[config.mk]
export PLATFORM = sky130hd
export DESIGN_NAME = scc_clock_ctrl
export DESIGN_NICKNAME = d
export VERILOG_FILES = /design/src/pkg/scc_pkg.sv /design/src/logic/scc_clock_ctrl.sv /design/src/logic/scc_stab_counter.sv
export SDC_FILE = /design/constraint.sdc
export NUM_CORES = 1
export LEC_CHECK = 0
export ABC_AREA = 1
export CORE_ASPECT_RATIO = 1.5
export CORE_MARGIN = 3
export CORE_UTILIZATION = 60
export DETAILED_ROUTE_END_ITERATION = 10
export DONT_BUFFER_PORTS = 1
export PLACE_DENSITY = 0.76
export SYNTH_ARGS = -nofsm -noshare
export SYNTH_HDL_FRONTEND = slang
export SYNTH_SLANG_ARGS = --single-unit
[constraint.sdc]
create_clock -name clk -period 2 [get_ports clk]
set_clock_uncertainty 0.1 [all_clocks]
set_input_delay 0.2 -clock clk [delete_from_list [all_inputs] [get_ports clk]]
set_output_delay 0.2 -clock clk [all_outputs]
set_load 0.005 [all_outputs]
[src/pkg/scc_pkg.sv]
// Package: register map, field positions, reset values and types of the clock select block
package scc_pkg;

  // Register byte addresses on the memory access port
  localparam logic [19:0] OSC_RUN_CTRL_ADDR = 20'hfffa1;
  localparam logic [19:0] STAB_STATUS_ADDR  = 20'hfffa2;
  localparam logic [19:0] SYS_CLK_CTRL_ADDR = 20'hfffa4;

  // Reset values
  localparam logic [7:0] SYS_CLK_CTRL_RESET = 8'h00;
  localparam logic [7:0] OSC_RUN_CTRL_RESET = 8'hc0;
  localparam logic [7:0] READ_IDLE          = 8'h00;

  // system_clock_control field positions
  localparam int CPU_STAT_BIT  = 7;
  localparam int CPU_SEL_BIT   = 6;
  localparam int MAIN_STAT_BIT = 5;
  localparam int MAIN_SEL_BIT  = 4;

  // oscillator_run_control field positions
  localparam int MAIN_STOP_BIT   = 7;
  localparam int SUB_STOP_BIT    = 6;
  localparam int ONCHIP_STOP_BIT = 0;

  // Pin operation mode: the oscillator/external select bit enables the clock path
  localparam int PIN_MODE_ACTIVE_BIT = 0;

  // Stabilization counter: one threshold exponent per status bit, status bit 7 first
  localparam int                STAB_CNT_W  = 19;
  localparam int                STAB_BITS   = 8;
  localparam logic [7:0][4:0]   STAB_EXP    = {5'h08, 5'h09, 5'h0a, 5'h0b,
                                               5'h0d, 5'h0f, 5'h11, 5'h12};
  localparam logic [2:0]        STAB_SEL_RESET = 3'h7;

  // Clock switch sequencer
  typedef enum logic [2:0] {
    SW_IDLE,
    SW_HOLD_CPU,
    SW_MOVE_CPU,
    SW_HOLD_MAIN,
    SW_MOVE_MAIN
  } scc_sw_state_t;

endpackage : scc_pkg

[src/logic/scc_clock_ctrl.sv]
// System clock select and oscillator run control registers with glitch-free switching
//
// What this block does
// - Any reset clears the system clock control register to zero.
// - CPU select bit picks main clock (0) or subsystem clock (1) for CPU.
// - CPU status bit shows which source now drives the CPU clock.
// - Main select bit picks on-chip oscillator (0) or high-speed clock (1).
// - Main status bit shows the source now used as main clock.
// - Bits 7 and 5 of system clock control ignore software writes.
// - CPU clock change moves ordinary peripherals; special units keep own clocks.
// - Reset sets main and sub stop bits, clears on-chip stop bit.
// - Sub stop bit is reset only by power-on reset.
// - Main stop bit runs or stops the main oscillator or external input.
// - Sub stop bit runs or stops the sub oscillator or external input.
// - On-chip stop bit runs the on-chip oscillator at 0, halts at 1.
// - Setting main stop bit clears the stabilization counter status.
// - Main oscillator use waits for the selected stabilization time.
`timescale 1ns/100ps
`default_nettype none
module scc_clock_ctrl (
  // Clock and resets
  input  wire logic        clk,
  input  wire logic        resetn,
  input  wire logic        por_n,
  // Memory access port, 1-bit ops use a one-hot mask
  input  wire logic [19:0] mem_addr,
  input  wire logic        mem_wr,
  input  wire logic [7:0]  mem_wdata,
  input  wire logic [7:0]  mem_wmask,
  input  wire logic        mem_rd,
  output logic [7:0]       mem_rdata,
  // Settings from neighbouring clock registers
  input  wire logic [1:0]  main_pin_mode,
  input  wire logic [1:0]  sub_pin_mode,
  input  wire logic [2:0]  stabilization_time_select,
  // Main oscillator clock pin, sampled for the stabilization count
  input  wire logic        main_clk_pin,
  // Oscillator controls
  output logic             main_osc_run,
  output logic             sub_osc_run,
  output logic             onchip_osc_run,
  // Clock tree controls
  output logic             cpu_clk_sub,
  output logic             main_clk_hs,
  output logic             clk_switch_hold,
  // Stabilization status
  output logic [7:0]       stabilization_counter_status
);

  typedef struct packed {
    logic [7:0]            rdata;
    logic                  cpu_sel;
    logic                  cpu_stat;
    logic                  main_sel;
    logic                  main_stat;
    logic                  main_stop;
    logic                  sub_stop;
    logic                  onchip_stop;
    logic                  hold;
    scc_pkg::scc_sw_state_t sw;
  } scc_ctrl_st_t;

  scc_ctrl_st_t st_reg;
  scc_ctrl_st_t st_next;
  scc_ctrl_st_t st_sys_reset;

  logic       sys_resetn;
  logic       stab_done;
  logic [7:0] sys_clk_ctrl_rd;
  logic [7:0] osc_run_ctrl_rd;
  logic [7:0] wr_sys;
  logic [7:0] wr_osc;
  logic       main_path_on;
  logic       sub_path_on;
  logic       main_target_ok;
  logic       cpu_target_ok;

  assign sys_resetn = resetn && por_n;

  // Main and sub stop bits only matter when the pin is in oscillator or external clock mode
  assign main_path_on = main_pin_mode[scc_pkg::PIN_MODE_ACTIVE_BIT];
  assign sub_path_on  = sub_pin_mode[scc_pkg::PIN_MODE_ACTIVE_BIT];

  scc_stab_counter #(
    .CNT_W (scc_pkg::STAB_CNT_W)
  ) u_stab (
    .clk      (clk),
    .resetn   (sys_resetn),
    .clear    (st_reg.main_stop),
    .run      (main_path_on),
    .time_sel (stabilization_time_select),
    .osc_pin  (main_clk_pin),
    .status   (stabilization_counter_status),
    .done     (stab_done)
  );

  // Read views, reserved bits forced to zero
  always_comb begin
    sys_clk_ctrl_rd                           = 8'h00;
    sys_clk_ctrl_rd[scc_pkg::CPU_STAT_BIT]    = st_reg.cpu_stat;
    sys_clk_ctrl_rd[scc_pkg::CPU_SEL_BIT]     = st_reg.cpu_sel;
    sys_clk_ctrl_rd[scc_pkg::MAIN_STAT_BIT]   = st_reg.main_stat;
    sys_clk_ctrl_rd[scc_pkg::MAIN_SEL_BIT]    = st_reg.main_sel;
    osc_run_ctrl_rd                           = 8'h00;
    osc_run_ctrl_rd[scc_pkg::MAIN_STOP_BIT]   = st_reg.main_stop;
    osc_run_ctrl_rd[scc_pkg::SUB_STOP_BIT]    = st_reg.sub_stop;
    osc_run_ctrl_rd[scc_pkg::ONCHIP_STOP_BIT] = st_reg.onchip_stop;
  end

  // Merged write data: masked bits take new data, others keep their value
  assign wr_sys = (sys_clk_ctrl_rd & ~mem_wmask) | (mem_wdata & mem_wmask);
  assign wr_osc = (osc_run_ctrl_rd & ~mem_wmask) | (mem_wdata & mem_wmask);

  // Target clock must already be running before the tree is moved to it, except a CPU move back to main clock, which is never checked
  assign main_target_ok = st_reg.main_sel ? (stab_done && !st_reg.main_stop)
                                          : !st_reg.onchip_stop;
  assign cpu_target_ok  = st_reg.cpu_sel ? (sub_path_on && !st_reg.sub_stop)
                                         : 1'b1;

  // Reset image for a system reset: sub stop bit survives it
  always_comb begin
    st_sys_reset             = '0;
    st_sys_reset.main_stop   = scc_pkg::OSC_RUN_CTRL_RESET[scc_pkg::MAIN_STOP_BIT];
    st_sys_reset.onchip_stop = scc_pkg::OSC_RUN_CTRL_RESET[scc_pkg::ONCHIP_STOP_BIT];
    st_sys_reset.sub_stop    = st_reg.sub_stop;
    st_sys_reset.sw          = scc_pkg::SW_IDLE;
  end

  always_comb begin
    st_next       = st_reg;
    st_next.rdata = scc_pkg::READ_IDLE;

    // Register reads
    if (mem_rd) begin
      case (mem_addr)
        scc_pkg::SYS_CLK_CTRL_ADDR: st_next.rdata = sys_clk_ctrl_rd;
        scc_pkg::OSC_RUN_CTRL_ADDR: st_next.rdata = osc_run_ctrl_rd;
        scc_pkg::STAB_STATUS_ADDR:  st_next.rdata = stabilization_counter_status;
        default:                    st_next.rdata = scc_pkg::READ_IDLE;
      endcase
    end

    // Register writes; status bits and reserved bits are not writable
    if (mem_wr) begin
      case (mem_addr)
        scc_pkg::SYS_CLK_CTRL_ADDR: begin
          st_next.cpu_sel  = wr_sys[scc_pkg::CPU_SEL_BIT];
          st_next.main_sel = wr_sys[scc_pkg::MAIN_SEL_BIT];
        end
        scc_pkg::OSC_RUN_CTRL_ADDR: begin
          st_next.main_stop   = wr_osc[scc_pkg::MAIN_STOP_BIT];
          st_next.sub_stop    = wr_osc[scc_pkg::SUB_STOP_BIT];
          st_next.onchip_stop = wr_osc[scc_pkg::ONCHIP_STOP_BIT];
        end
        default: begin
        end
      endcase
    end

    // Switch sequencer: hold the tree, move the mux, then release.
    // One hold cycle each side keeps runt pulses off the CPU clock.
    case (st_reg.sw)
      scc_pkg::SW_IDLE: begin
        st_next.hold = 1'b0;
        if (st_reg.cpu_sel != st_reg.cpu_stat && cpu_target_ok) begin
          st_next.hold = 1'b1;
          st_next.sw   = scc_pkg::SW_HOLD_CPU;
        end else if (st_reg.main_sel != st_reg.main_stat && main_target_ok) begin
          st_next.hold = 1'b1;
          st_next.sw   = scc_pkg::SW_HOLD_MAIN;
        end
      end
      scc_pkg::SW_HOLD_CPU: begin
        // Flip toward the target checked on entry; a select rewritten mid-hold waits
        st_next.cpu_stat = !st_reg.cpu_stat;
        st_next.sw       = scc_pkg::SW_MOVE_CPU;
      end
      scc_pkg::SW_MOVE_CPU: begin
        st_next.hold = 1'b0;
        st_next.sw   = scc_pkg::SW_IDLE;
      end
      scc_pkg::SW_HOLD_MAIN: begin
        st_next.main_stat = !st_reg.main_stat;
        st_next.sw        = scc_pkg::SW_MOVE_MAIN;
      end
      scc_pkg::SW_MOVE_MAIN: begin
        st_next.hold = 1'b0;
        st_next.sw   = scc_pkg::SW_IDLE;
      end
      default: begin
        st_next.hold = 1'b0;
        st_next.sw   = scc_pkg::SW_IDLE;
      end
    endcase
  end

  always_ff @(posedge clk) begin
    if (!por_n) begin
      st_reg          <= '0;
      st_reg.main_stop <= scc_pkg::OSC_RUN_CTRL_RESET[scc_pkg::MAIN_STOP_BIT];
      st_reg.sub_stop  <= scc_pkg::OSC_RUN_CTRL_RESET[scc_pkg::SUB_STOP_BIT];
      st_reg.sw        <= scc_pkg::SW_IDLE;
    end else if (!resetn) begin
      st_reg <= st_sys_reset;
    end else begin
      st_reg <= st_next;
    end
  end

  // Outputs
  assign mem_rdata       = st_reg.rdata;
  assign main_osc_run    = main_path_on && !st_reg.main_stop;
  assign sub_osc_run     = sub_path_on && !st_reg.sub_stop;
  assign onchip_osc_run  = !st_reg.onchip_stop;
  assign cpu_clk_sub     = st_reg.cpu_stat;
  assign main_clk_hs     = st_reg.main_stat;
  assign clk_switch_hold = st_reg.hold;

endmodule : scc_clock_ctrl
`default_nettype wire

[src/logic/scc_stab_counter.sv]
// Main oscillator stabilization counter with threshold status bits
`timescale 1ns/100ps
`default_nettype none
module scc_stab_counter #(
  parameter int CNT_W = scc_pkg::STAB_CNT_W
) (
  // Clock and reset
  input  wire logic       clk,
  input  wire logic       resetn,
  // Control
  input  wire logic       clear,
  input  wire logic       run,
  input  wire logic [2:0] time_sel,
  // Oscillator clock pin, asynchronous
  input  wire logic       osc_pin,
  // Status
  output logic [7:0]      status,
  output logic            done
);

  if (CNT_W < scc_pkg::STAB_CNT_W) begin : g_bad_cnt_w
    $error("scc_stab_counter: CNT_W too small for the longest time");
  end

  typedef struct packed {
    logic [1:0]       sync;
    logic             prev;
    logic [CNT_W-1:0] cnt;
    logic [7:0]       status;
  } scc_stab_st_t;

  scc_stab_st_t st_reg;
  scc_stab_st_t st_next;
  logic [7:0]   reached;
  logic [2:0]   sel_idx;

  // Status bit 7-i reports threshold i reached
  for (genvar i = 0; i < scc_pkg::STAB_BITS; i++) begin : g_thr
    assign reached[scc_pkg::STAB_BITS-1-i] =
      st_reg.cnt >= (CNT_W'(1) << scc_pkg::STAB_EXP[scc_pkg::STAB_BITS-1-i]);
  end

  // Selected threshold index counted from the shortest time
  assign sel_idx = time_sel;
  assign done    = reached[3'h7 - sel_idx];
  assign status  = st_reg.status;

  always_comb begin
    st_next        = st_reg;
    st_next.sync   = {st_reg.sync[0], osc_pin};
    st_next.prev   = st_reg.sync[1];
    // Counting halts at the selected time, so longer bits stay clear
    if (clear || !run) begin
      st_next.cnt    = '0;
      st_next.status = '0;
    end else begin
      if (st_reg.sync[1] && !st_reg.prev && !done) begin
        st_next.cnt = st_reg.cnt + CNT_W'(1);
      end
      st_next.status = reached;
    end
  end

  always_ff @(posedge clk) begin
    if (!resetn) begin
      st_reg <= '0;
    end else begin
      st_reg <= st_next;
    end
  end

endmodule : scc_stab_counter
`default_nettype wire

Yosys cells after proc, flatten, opt, wreduce, memory -nomap -nowiden
Index checks and enable logic that the tools add are counted.
{ "totals": {"ff_bits": 49, "in_bits": 49, "out_inout_bits": 22, "elab_cells": 74} }
{ "op_classes": {"n_addsub": 2, "n_lt_le_gt_ge": 9, "eq_ne": 8, "n_mux": 9, "bitwise_logic": 7, "n_reduce_logical": 25} }
{ "ops": {"columns": ["operator", "count"], "rows": [
  ["== test 20 bit (second input constant)", 3],
  ["case mux 8 bit (3 select lines)", 1],
  ["adder 19 x 1 -> 19 bit (second input constant)", 1],
  [">= comparator 19 x 10 -> 1 bit (second input constant)", 1],
  [">= comparator 19 x 11 -> 1 bit (second input constant)", 1],
  [">= comparator 19 x 12 -> 1 bit (second input constant)", 1],
  [">= comparator 19 x 14 -> 1 bit (second input constant)", 1],
  [">= comparator 19 x 16 -> 1 bit (second input constant)", 1],
  [">= comparator 19 x 18 -> 1 bit (second input constant)", 1],
  [">= comparator 19 bit (second input constant)", 1],
  [">= comparator 19 x 9 -> 1 bit (second input constant)", 1],
  ["bitwise AND 8 bit", 2],
  ["case mux 3 bit (3 select lines)", 1],
  ["logical AND 1 bit", 8],
  ["logical NOT 1 bit", 8],
  ["two-way mux 4 bit", 2],
  ["NOT 8 bit", 1],
  ["OR 8 bit", 1],
  ["bitwise AND 7 bit", 1],
  ["OR 7 bit", 1],
  ["AND reduction 2 bit", 3],
  ["AND reduction 3 bit", 2],
  ["less-than comparator 3 x 4 -> 1 bit (second input constant)", 1],
  ["OR reduction 2 bit", 2],
  ["other kinds (11)", 14]
]} }

Longest topological paths before layout
{ "depth": {"word_depth": 9, "ltp_mapped": 11, "depth_no_buf": 10} }

Modules after synthesis
Synthesis repeated with hierarchy kept, for this count alone.
{ "hier_totals": {"cells_unflattened": 384, "hier_area_um2": 2583.7} }
{ "modules_own_cells": {"columns": ["mod", "instances", "cells_per_inst", "area_per_inst_um2", "seq_area_each_um2"], "rows": [
  ["scc_stab_counter", 1, 224, 1519.0, 600.6],
  ["scc_clock_ctrl", 1, 160, 1064.8, 380.4]
]} }

Worst setup path after synthesis
Ideal clock, no wire load.
{ "synth_timing": {"path_type": "flip-flop to flip-flop", "from": "register u_stab.st_reg[8] in the netlist's numbering", "to": "register u_stab.st_reg[22] in the netlist's numbering", "setup_ns": 0.070, "t_arrival_ns": 1.523, "required_time_ns": 1.830, "slack_ns": 0.306, "path_stages_with_launch": 9, "n_path_buf": 0, "cell_sequence": "dfxtp_1 > ha_1 > nand2_1 > nor2_1 > nand3_1 > nor3_1 > xor2_1 > nand3_1 > a21oi_1"} }
{ "synth_between": {"elab_chain_len": 5, "word_cells_on_any_way": 13, "cone_classes": "add/sub: 1; order compare: 8; mux: 2; reduce/logical: 2"} }
{ "synth_lines": {"columns": ["item", "line_no", "rtl"], "rows": [
  ["from (decl)", "scc_stab_counter.sv:32", "scc_stab_st_t st_reg;"],
  ["from (signal assigned)", "scc_stab_counter.sv:68", "st_reg <= st_next;"],
  [">= comparator 19 bit, or another cell as far along", "scc_stab_counter.sv:40", "st_reg.cnt >= (CNT_W'(1) << scc_pkg::STAB_EXP[scc_pkg::STAB_BITS-1-i]);"],
  ["binary-select mux 1 bit (select 3 bit)", "scc_stab_counter.sv:45", "assign done = reached[3'h7 - sel_idx];"],
  ["two-way mux 1 bit (not written as such)", "scc_stab_counter.sv:45", null],
  ["logical NOT 1 bit", "scc_stab_counter.sv:57", "if (st_reg.sync[1] && !st_reg.prev && !done) begin"],
  ["logical AND 1 bit", "scc_stab_counter.sv:57", null]
]} }
Several ways; a longest one is shown, not always the timed one. The select of a mux whose other input is x is not followed.
A chain may end at the register's enable or synchronous reset.

Worst setup path in the final report
{ "layout_timing": {"from": "register u_stab.st_reg[9] in the netlist's numbering", "to": "register u_stab.st_reg[22] in the netlist's numbering"} }
The elaborated chain is that of the path after synthesis.

==> results.py <==
metrics = {
    "finish": {
        "final_cell_mix": "nand2_1, dfxtp_1, nor2_1, nand3_1, inv_1",
        "syn2layout_area_growth_pct": 8.30,
        "n_antenna_cell": 0,
        "fillers": 345,
        "design_area_um2": 2740,
        "layout_commonest_cell": "nand2_1",
        "layout-drive-gt1-share_pct": 8.24,
        "final_cell_count_no_fill": 409,
        "nets": 414,
    },
    "die": {
        "row_count": 28,
        "die_area_um2": 5050,
        "core_um2": 3990,
        "io_pins": 71,
        "die_x_um": 59.0,
        "initial_core_util_pct": 63.4,
        "dieHeight_um": 85.6,
    },
    "drt": {
        "vias": 2264,
        "route.antenna.remaining_nets": 0,
        "first_pass_iters": 4,
        "drc_errors": 0,
        "routed_wl_um": 5630,
        "routed_via_density": 5.54,
        "routedWlPerCell_um": 13.8,
        "drt_iter0_markers": 125,
    },
    "sta": {
        "finalSetupTns_ns": 0,
        "worstMarginPinSlew_ns": 0.572,
        "rsz0062_at_grt": "false",
        "max_freq_ghz": 0.557,
        "hold_ws_ns": 0.0219,
        "hold_viol": 0,
        "drv_slew": 0,
        "final-setup-viol-count": 0,
        "final.min_clock_period_ns": 1.80,
        "layout_worst_path_cycle_share_pct": 89.8,
        "slew_headroom_pct": 61.5,
    },
    "yosys": {
        "synth_fp_nets": 413,
        "synth_cell_types": 26,
        "avgSynthCellArea_um2": 6.99,
        "yosys_warnings": 0,
        "syn-cell-area_um2": 2530,
        "ys_ff_latch": 49,
        "seq_area_frac_synth_pct": 38.8,
        "syn_inst": 362,
    },
    "power_and_ir_drop": {
        "seq_power_share_pct": 52.0,
        "power_leakage_uw": 0.00102,
        "internal_power_uw": 1500,
        "p_switching_uw": 371,
        "max-vdd-ir-drop_mv": 0.724,
        "swShare_pct": 19.8,
        "power_frac_comb_pct": 3.3,
        "p_per_area_nw_per_um2": 684,
        "clockPowerShare_pct": 44.7,
    },
    "clocking": {
        "tritoncts": "yes",
        "cts.sinks": 49,
        "clk_latency_ns": 0.30,
        "clk_pin_slew_ns": 0.09,
        "cts_buffers": 5,
        "clockBufferDepth": 2,
        "cts_setup_buffers": 0,
        "cts_htree_levels": 2,
        "clock-root-buffer": "clkbuf_8",
    },
    "global_route": {
        "antenna_found_initial": 0,
        "grt_usage_pct": 23.6,
        "grt_pass1_vias": 2255,
        "grt_max_degree": 27,
        "grt_pass1_wl_um": 9300,
        "grt_overflow": 0,
    },
    "outcome": {
        "status": "completed",
    },
    "placement": {
        "placed_cells": 392,
        "place_area_um2": 2490,
        "dp_hpwl_um": 4080,
        "io_buffers": 0,
        "place_congestion": 0.944,
    },
    "setup_path": {
        "crit_path_end_kind": "flip-flop",
        "cp-start-kind": "flip-flop",
        "arrival_ns": 1.94,
        "critPathRequiredTime_ns": 2.15,
        "criticalPathCategory": "flip-flop to flip-flop",
        "ff2ff_path_depth": 8,
        "critPathMaxFanout": 4,
    },
    "run": {
        "cap_viol_max_count": 0,
    },
    "hold_path": {
        "hp-class": "input port to flip-flop",
        "min_path_cells": 3,
    },
}
## power groups by stage
stage | Clock [uW] | Combinational [uW] | Sequential (uW)
floorplan | 0 | 39.3 | 999
global route | 888 | 67.2 | 977
global placement | 0 | 45.9 | 999
finish | 838 | 61.0 | 976
detailed placement | 0 | 46.7 | 999
CTS | 851 | 58.2 | 976
## cell usage after synthesis
cell type  instances  area share, %
a21oi_1           26            5.1
a31oi_1            2           0.49
buf_12             1           0.79
buf_2              2           0.40
buf_4             17            5.0
buf_6              1           0.44
clkbuf_1           4           0.59
dfxtp_1           49             39
ha_1               2           0.99
inv_1             40            5.9
nand2_1           72             11
nand2_2            5            1.2
nand3_1           43            8.5
nand3b_1           1           0.30
nand4_1            9            2.2
nor2_1            48            7.1
nor2_2             2           0.49
nor2_4             1           0.44
nor3_1             9            1.8
nor4_1             1           0.25
nor4_2             1           0.49
o2111ai_1          1           0.35
o211ai_1           1           0.30
o21ai_0            7            1.4
xnor2_1            4            1.4
xor2_1            13            4.5
## cells by family (layout without fill, tap and decap cells)
logic type	count (synthesis)	in the layout	share of synthesized area [%]
AO/OA/AOI/OAI	37	37	7.66
XOR/XNOR	17	17	5.88
adder cells (fa/ha/maj)	2	2	0.988
buffers and inverters	65	67	13.2
flip-flops	49	49	38.8
AND/OR/NAND/NOR	192	192	33.5
## final timing paths
| kind | slack, ns | to | startpoint |
|---|---|---|---|
| worst max-delay path | 0.20 | u_stab.st_reg[22]$_SDFFE_PP0P_ | u_stab.st_reg[9]$_SDFFE_PP0P_ |
| worst min-delay path | 0.02 | flip-flop | mem_wr |
| worst max register to register | 0.20 | u_stab.st_reg[22]$_SDFFE_PP0P_ | u_stab.st_reg[9]$_SDFFE_PP0P_ |
| worst min register to register | 0.32 | u_stab.st_next[27]$_SDFF_PN0_ | u_stab.st_next[29]$_SDFF_PN0_ |
## critical path, stage by stage (launching register included)
cell	delay, ns
dfxtp_1	0.38
ha_1	0.22
nand2_1	0.08
nor2_2	0.19
nand3_1	0.18
nor3_2	0.19
xor2_1	0.17
nand3_1	0.09
a21oi_1	0.14
## final cells by class
cell class	instances	area [um^2]	share of cell area, %
Sequential cell	49	981	35.8
Multi-Input combinational cell	248	1240	45.2
Clock inverter	3	68.8	2.51
Clock buffer	5	68.8	2.51
Tap cell	45	56.3	2.05
Inverter	40	150	5.48
Timing Repair Buffer	19	178	6.48
## through the flow
step           setup WS [ns]  power, uW  util [%]
3_3_place_gp          0.0976       1040      62.4
6_report               0.204       1880      68.6
3_5_place_dp          0.0764       1050      62.4
4_1_cts               0.0509       1890      68.1
5_1_grt               0.0290       1930      68.6
2_1_floorplan          0.306       1040         -
## metal layers
| metal | up-vias | GRT usage, % | part of all wire, % |
|---|---|---|---|
| met5 | - | 0 | 0 |
| met4 | 0 | 10.1 | 2.3 |
| met3 | 12 | 5.12 | 6.3 |
| met2 | 71 | 45.1 | 55 |
| met1 | 1033 | 23.3 | 36 |
| li1 | 1148 | - | - |
## what timing repair did
action / CTS / global route
hold buffers: 9 / 0
endpoints found under the setup margin: 0 / 19
endpoints found under the hold margin: 6 / 0
gates resized for setup: 0 / 5
Note: power is estimated with default switching activity, not from simulation.
